--- config.mk ---
export PLATFORM = sky130hd
export DESIGN_NAME = uncore_generic_config_regs
export DESIGN_NICKNAME = d
export VERILOG_FILES = /design/src/shared/uncore_cfg_pkg.sv /design/src/pin_filter.sv /design/src/uncore_generic_config_regs.sv
export SDC_FILE = /design/constraint.sdc
export NUM_CORES = 1
export LEC_CHECK = 0
export BUFFER_PORTS_ARGS = -buffer_cell sky130_fd_sc_hd__buf_2
export CAP_MARGIN = 10
export CORE_MARGIN = 2
export CORE_UTILIZATION = 44
export DETAILED_ROUTE_END_ITERATION = 8
export GPL_TIMING_DRIVEN = 0
export PLACE_DENSITY = 0.81
export SLEW_MARGIN = 20
export SYNTH_ARGS = -nofsm -noshare
export SYNTH_HDL_FRONTEND = slang
export SYNTH_SLANG_ARGS = --single-unit
--- constraint.sdc ---
create_clock -name SYS_CLK -period 2.85 [get_ports SYS_CLK]
set_clock_uncertainty 0.15 [all_clocks]
set_input_delay 0.1425 -clock SYS_CLK [delete_from_list [all_inputs] [get_ports SYS_CLK]]
set_output_delay 0.1425 -clock SYS_CLK [all_outputs]
set_load 0.02 [all_outputs]
--- src/shared/uncore_cfg_pkg.sv ---
/*
  Package of constants and carrier types for the non-core generic
  configuration registers: header identity words, requested core setup
  and trace mirror port control.
  Assumes byte addresses inside one function's configuration space.
*/
package uncore_cfg_pkg;

  // ----------------------------------------------------------------
  // Byte offsets in configuration space
  // ----------------------------------------------------------------
  localparam logic [7:0] OFS_FUNCTION_ID = 8'h02;
  localparam logic [7:0] OFS_SILICON_REV = 8'h08;
  localparam logic [7:0] OFS_CORE_CONFIG = 8'h80;
  localparam logic [7:0] OFS_TRACE_CTL = 8'hD0;

  // ----------------------------------------------------------------
  // Field positions
  // ----------------------------------------------------------------
  localparam int FUNCTION_ID_LSB = 16;
  localparam int SILICON_REV_LSB = 0;
  localparam int CORE_LOCK_BIT = 16;
  localparam int THREAD_DISABLE_BIT = 8;
  localparam int CORE_COUNT_LSB = 0;
  localparam int TRACE_CTL_LSB = 0;

  // ----------------------------------------------------------------
  // Identity values (arbitrary, neutral)
  // ----------------------------------------------------------------
  localparam logic [15:0] FUNCTION_ID_VALUE = 16'hA5C3;
  localparam logic [7:0] SILICON_REV_VALUE = 8'h5A;

  // ----------------------------------------------------------------
  // Carrier types
  // ----------------------------------------------------------------
  typedef struct packed {
    logic thread_disable;
    logic [2:0] core_count;
  } core_cfg_t;

  // Packed in register bit order, bit 6 down to bit 0
  typedef struct packed {
    logic enhanced_sync_off;
    logic direct_active_entry;
    logic rx_crc_replace;
    logic rx_port_sel;
    logic tx_port_sel;
    logic rx_enable;
    logic tx_enable;
  } trace_ctl_t;

  // ----------------------------------------------------------------
  // Reset values
  // ----------------------------------------------------------------
  localparam logic [2:0] CORE_COUNT_RESET = 3'h0;
  localparam logic THREAD_DISABLE_RESET = 1'b0;
  localparam logic CORE_LOCK_RESET = 1'b0;
  localparam logic [6:0] TRACE_CTL_RESET = 7'h03;

endpackage

--- src/pin_filter.sv ---
/*
  Three-stage input synchroniser with an agreement filter.
  Assumes an asynchronous pin input and a synchronous active-high reset.
*/
module pin_filter (
  input wire logic SYS_CLK,
  input wire logic RST,
  input wire logic PIN,
  output logic LEVEL
);

  logic meta_r;
  logic sync_r;
  logic late_r;
  logic level_r;

  // ----------------------------------------------------------------
  // Synchroniser chain
  // ----------------------------------------------------------------
  always_ff @(posedge SYS_CLK) begin
    if (RST) begin
      meta_r <= 1'b0;
      sync_r <= 1'b0;
      late_r <= 1'b0;
    end else begin
      meta_r <= PIN;
      sync_r <= meta_r;
      late_r <= sync_r;
    end
  end

  // Change accepted only once stages two and three agree
  always_ff @(posedge SYS_CLK) begin
    if (RST) begin
      level_r <= 1'b0;
    end else if (sync_r == late_r) begin
      level_r <= late_r;
    end
  end

  assign LEVEL = level_r;

endmodule // pin_filter

--- src/uncore_generic_config_regs.sv ---
/*
  Generic non-core configuration registers: header identity words,
  requested core and thread setup with lock, trace mirror port control.
  Assumes a simple single-cycle configuration access port and a
  processor reset pin that is asynchronous to SYS_CLK.
*/
module uncore_generic_config_regs (
  input wire logic SYS_CLK,
  input wire logic RST,
  input wire logic [7:0] CFG_ADDR,
  input wire logic CFG_WR,
  input wire logic CFG_RD,
  input wire logic [3:0] CFG_BE,
  input wire logic [31:0] CFG_WDATA,
  output logic [31:0] CFG_RDATA,
  output logic CFG_RVALID,
  input wire logic PROC_RST_PIN,
  output uncore_cfg_pkg::core_cfg_t ACTIVE_CFG,
  output uncore_cfg_pkg::trace_ctl_t TRACE_CTL
);

  uncore_cfg_pkg::core_cfg_t req_cfg_r;
  uncore_cfg_pkg::core_cfg_t active_cfg_r;
  uncore_cfg_pkg::trace_ctl_t trace_ctl_r;
  logic core_lock_r;
  logic [31:0] rdata_r;
  logic [31:0] rdata_nxt;
  logic rvalid_r;
  logic proc_rst_lvl;
  logic proc_rst_prev_r;
  logic proc_rst_release;
  logic [5:0] dword;
  logic hit_id;
  logic hit_rev;
  logic hit_core;
  logic hit_trace;

  // ----------------------------------------------------------------
  // Address decode
  // ----------------------------------------------------------------
  assign dword = CFG_ADDR[7:2];
  assign hit_id = dword == uncore_cfg_pkg::OFS_FUNCTION_ID[7:2];
  assign hit_rev = dword == uncore_cfg_pkg::OFS_SILICON_REV[7:2];
  assign hit_core = dword == uncore_cfg_pkg::OFS_CORE_CONFIG[7:2];
  assign hit_trace = dword == uncore_cfg_pkg::OFS_TRACE_CTL[7:2];

  // ----------------------------------------------------------------
  // Processor reset pin
  // ----------------------------------------------------------------
  pin_filter u_proc_rst (
    .SYS_CLK(SYS_CLK),
    .RST(RST),
    .PIN(PROC_RST_PIN),
    .LEVEL(proc_rst_lvl)
  );

  always_ff @(posedge SYS_CLK) begin
    if (RST) begin
      proc_rst_prev_r <= 1'b0;
    end else begin
      proc_rst_prev_r <= proc_rst_lvl;
    end
  end

  // New setup is taken when the processor leaves reset
  assign proc_rst_release = proc_rst_prev_r & ~proc_rst_lvl;

  // ----------------------------------------------------------------
  // Requested core configuration
  // ----------------------------------------------------------------
  // Lock only falls on RST, so a processor reset alone cannot reopen it
  always_ff @(posedge SYS_CLK) begin
    if (RST) begin
      core_lock_r <= uncore_cfg_pkg::CORE_LOCK_RESET;
    end else if (CFG_WR && hit_core && CFG_BE[2] && CFG_WDATA[uncore_cfg_pkg::CORE_LOCK_BIT]) begin
      core_lock_r <= 1'b1;
    end
  end

  always_ff @(posedge SYS_CLK) begin
    if (RST) begin
      req_cfg_r.thread_disable <= uncore_cfg_pkg::THREAD_DISABLE_RESET;
      req_cfg_r.core_count <= uncore_cfg_pkg::CORE_COUNT_RESET;
    end else if (CFG_WR && hit_core && !core_lock_r) begin
      if (CFG_BE[1]) begin
        req_cfg_r.thread_disable <= CFG_WDATA[uncore_cfg_pkg::THREAD_DISABLE_BIT];
      end
      if (CFG_BE[0]) begin
        req_cfg_r.core_count <= CFG_WDATA[uncore_cfg_pkg::CORE_COUNT_LSB +: 3];
      end
    end
  end

  // Count only; choosing which cores to idle is left downstream
  always_ff @(posedge SYS_CLK) begin
    if (RST) begin
      active_cfg_r.thread_disable <= uncore_cfg_pkg::THREAD_DISABLE_RESET;
      active_cfg_r.core_count <= uncore_cfg_pkg::CORE_COUNT_RESET;
    end else if (proc_rst_release) begin
      active_cfg_r <= req_cfg_r;
    end
  end

  assign ACTIVE_CFG = active_cfg_r;

  // ----------------------------------------------------------------
  // Trace mirror port control
  // ----------------------------------------------------------------
  always_ff @(posedge SYS_CLK) begin
    if (RST) begin
      trace_ctl_r <= uncore_cfg_pkg::TRACE_CTL_RESET;
    end else if (CFG_WR && hit_trace && CFG_BE[0]) begin
      trace_ctl_r <= CFG_WDATA[uncore_cfg_pkg::TRACE_CTL_LSB +: 7];
    end
  end

  assign TRACE_CTL = trace_ctl_r;

  // ----------------------------------------------------------------
  // Read path
  // ----------------------------------------------------------------
  always_comb begin
    rdata_nxt = 32'h0000_0000;
    if (hit_id) begin
      rdata_nxt[uncore_cfg_pkg::FUNCTION_ID_LSB +: 16] = uncore_cfg_pkg::FUNCTION_ID_VALUE;
    end else if (hit_rev) begin
      rdata_nxt[uncore_cfg_pkg::SILICON_REV_LSB +: 8] = uncore_cfg_pkg::SILICON_REV_VALUE;
    end else if (hit_core) begin
      rdata_nxt[uncore_cfg_pkg::CORE_LOCK_BIT] = core_lock_r;
      rdata_nxt[uncore_cfg_pkg::THREAD_DISABLE_BIT] = req_cfg_r.thread_disable;
      rdata_nxt[uncore_cfg_pkg::CORE_COUNT_LSB +: 3] = req_cfg_r.core_count;
    end else if (hit_trace) begin
      rdata_nxt[uncore_cfg_pkg::TRACE_CTL_LSB +: 7] = trace_ctl_r;
    end
  end

  always_ff @(posedge SYS_CLK) begin
    if (RST) begin
      rdata_r <= 32'h0000_0000;
      rvalid_r <= 1'b0;
    end else begin
      rvalid_r <= CFG_RD;
      if (CFG_RD) begin
        rdata_r <= rdata_nxt;
      end
    end
  end

  assign CFG_RDATA = rdata_r;
  assign CFG_RVALID = rvalid_r;
endmodule // uncore_generic_config_regs

==> summary.md <==
| Metric | Value |
|---|---|
| Starting utilization of the core area | 45.9% |
| Slowest library cell on the worst path | dlygate4sd3_1 |
| CP Data Required Time | 2.97 ns |
| Detailed Place HPWL | about 2.3 mm |
| Final weighted congestion of routability-driven global placement | just under 0.8 |
| Time the worst path needs with I/O delays and setup | 2.02 ns |
| Number of CTS-inserted buffers | 5 |
| CTS Sinks | 32 |
| Cell types occupying the most area after synthesis | dfxtp_1 46%, buf_4 12%, mux2i_1 10%, nor2_1 6.8%, a21oi_1 2.9% |
| Sequential standard cell area | about 640 µm² |
| Largest net degree at the start of global routing | 11 |
| Die Wd | roughly 60 µm |
| Nets@finish | 285 |
| Setup repair after global routing missed its margin | no |
| Critical path endpoint | core_lock_r$_SDFFE_PP0P_ |
| Post-Place Cells | 260 |
| Initial antenna violation count | 0 |
| Count of max-cap constraint violations | 0 |
| Tot GR Track Use | about a fifth |
| Areal power density over the cells | 420 nW/µm² |
| Inserted Diodes | 0 |
| Launch point of the critical path | CFG_ADDR[6] |
| Site row count | 20 |
| Clock network latency to the later pin of the worst-skew pair | 0.33 ns |
| Number of buffer cells added on primary ports | 48 |
| Root cell of the clock tree | clkbuf_4 |
| Final-report hold violation count | 0 |
| Core area | about 3000 µm² |
| Most common cell in the synthesized netlist | dfxtp_1 |
| Number of nets with antenna violations after detailed routing | 0 |
| Vias post-DR | roughly 1200 |
| Fill cell instance count of the final layout | ~270 |
| Type of element capturing the critical path | flop |
| Class of the tightest hold or removal check | in2reg |
| Fin cells | 280 |
| Routed WL per cell | 11.3 µm |
| Count of warnings emitted by yosys | 0 |
| R2R Path End | req_cfg_r[1]$_SDFFE_PP0P_ |
| Detailed-router iteration count before antenna repair | 4 |
| Instance count of the mapped netlist | 153 |
| Relative max-transition margin | 65.9% |
| Initial drt markers | 19 |
| Mean area per synthesized cell | ~9.1 µm² |
| Path depth of the worst reg2reg path | 4 |
| Largest stage delay, worst path | roughly 0.59 ns |
| Layout overhead on the synthesized area | 38.0% |
| Number of global-route vias before repair | 1126 |
| Number of setup violations in the final report | 0 |
| Overall routed net length | approximately 3.2 mm |
| Placed Area | 1740 µm² |
| Vias per std cell | around 4.4 |
| Worst-path maximum fanout | 6 |
| H-tree depth reported by CTS | 2 |
| Unique masters post-synth | 26 |
| Share of the synthesized area in the top cell type | a little under half |
| Final critical-path share of the clock period | a little over 70% |
| Final design area excluding fillers | 1920 µm² |
| Drc violations | 0 |
| Primary flip-flop cell chosen by synthesis mapping | dfxtp_1 |
| Multi-input combinational cell area | ~600 µm² |
| Internal reg-to-reg setup slack | roughly 1.1 ns |
| Clock tree from TritonCTS | done |
| Clock transition at the registers of the reported paths | ~0.09 ns |
| Number of flops mapped to enable cells by yosys | 0 |
| Global-route wire length before repair | just over 5 mm |
| Post-synth ARST share | 0% |
| Slew of the pin with the lowest slew margin | 0.510 ns |
| Overflow left after global routing | 0 |
| Number of primary I/O pins | 93 |
| Kind of start point of the critical path | input port |
| Sum Neg Setup Slack | 0 ns |
| Number of storage elements in the synthesis netlist | 32 |
| Largest voltage drop on the vdd net | 0.339 mV |
| Startpoint of the worst register-to-register path | core_lock_r$_SDFFE_PP0P_ |
| Yosys top cell by area | dfxtp_1 |
| Status | finished, final reports clean |
| Overall die height | between 60 and 70 µm |
| Share of layout cells above drive strength 1 | 34.3% |
| Leakage Power | between 0.8 and 0.9 nW |
| Max-slew violation total from the final report | 0 |
| CP Class | in2reg |
| Die Area | around 3600 µm² |
| CP cell instances | buf_2 -> or4_1 -> clkbuf_1 -> nor3b_2 -> a41oi_1 -> dlygate4sd3_1 -> nor2_1 |
| CTS-repair resized insts | 0 |
| Ranking of synthesized cells by instance count | 32 x dfxtp_1, 25 x nor2_1, 22 x buf_4, 14 x mux2i_1 |
| Clock Path Buffers | 2 |
| Portion of the post-synthesis area used by sequential elements | about 46% |
| Max Clock Freq | between 400 and 500 MHz |
| Post-Syn Area | 1390 µm² |
| Endpoint arrival time on the critical path | 2.14 ns |
## routing by layer
metal  global-route usage, %  wire, µm  vias to the layer above
li1                        -         -                      642
met1                    23.6      1360                      527
met2                    30.7      1490                       48
met3                    8.87       261                        5
met4                    7.94        45                        0
met5                       0         0                        -
## worst max-delay path, delay by kind of cell
kind | cells | cell delay (ns)
buf+inv | 3 | 0.88
compound gates | 1 | 0.17
simple gates | 3 | 0.95
## worst min-delay path by stage
stage	startpoint	end	slack, ns	cells past startpoint
after floorplan	PROC_RST_PIN	u_proc_rst.meta_r$_SDFF_PP0_	0.12	1
after global placement	PROC_RST_PIN	u_proc_rst.meta_r$_SDFF_PP0_	0.22	2
after detailed placement	PROC_RST_PIN	u_proc_rst.meta_r$_SDFF_PP0_	0.22	2
after CTS	CFG_ADDR[3]	CFG_RDATA[8]$_SDFFE_PP0P_	0.07	4
after global routing	CFG_ADDR[3]	CFG_RDATA[8]$_SDFFE_PP0P_	0.07	4
final	CFG_ADDR[3]	CFG_RDATA[8]$_SDFFE_PP0P_	0.08	4
## cell families after synthesis
| kind of cell | Yosys count | synth area share [%] |
|---|---|---|
| other cells | 1 | 0.270 |
| mux | 14 | 10.1 |
| simple gates | 56 | 20.8 |
| buf+inv | 33 | 14.9 |
| flops | 32 | 46.1 |
| compound gates | 17 | 7.92 |
## sequential cells by signal (all words and copies together) (netlist names)
signal,flops
CFG_RVALID,1
req_cfg_r,4
u_proc_rst.LEVEL,1
ACTIVE_CFG,4
CFG_RDATA,10
u_proc_rst.late_r,1
u_proc_rst.sync_r,1
TRACE_CTL,7
proc_rst_prev_r,1
core_lock_r,1
u_proc_rst.meta_r,1
## layout make-up
class                      count  area share (%)
sequential                    32            33.4
multi-input combinational    103            31.2
timing repair buffer          61            19.3
buffer                        29            9.98
tap                           44            2.87
clock buffer                   6            2.15
inverter                       4           0.783
clock inverter                 1           0.261
## stage by stage
stage                     total power [mW]  hold slack (ns)  util (%)  setup WS [ns]
after floorplan                      0.538            0.121         -           1.22
after global placement               0.567            0.216      57.5          0.949
after detailed placement             0.568            0.216      57.5          0.941
after CTS                            0.812           0.0663      63.3          0.868
after global routing                 0.849           0.0676      63.3          0.768
final                                0.806           0.0812      63.3          0.828
## cells in the final DEF, fill, tap and decap left out, drive strengths merged
| cell | count |
|---|---|
| a211oi | 4 |
| a21oi | 8 |
| a221oi | 2 |
| a41oi | 1 |
| buf | 70 |
| clkbuf | 13 |
| clkinv | 2 |
| conb | 16 |
| dfxtp | 32 |
| dlygate4sd3 | 13 |
| inv | 3 |
| mux2i | 14 |
| nand2 | 8 |
| nand2b | 1 |
| nand3 | 3 |
| nor2 | 26 |
| nor2b | 5 |
| nor3 | 9 |
| nor3b | 1 |
| o21ai | 1 |
| o41ai | 1 |
| or4 | 1 |
| or4b | 1 |
| or4bb | 1 |
## power by group
group	leakage [nW]	internal (mW)	switching, mW
registers	0.260	0.454	0.00350
clock network	0.0281	0.0907	0.144
logic	0.609	0.0506	0.0631
## what timing repair did
action | CTS | global route
buffers inserted | 0 | 0
hold endpoints to repair | 16 | 0
hold buffers | 13 | 0
Power figures use the tool's default switching activity.
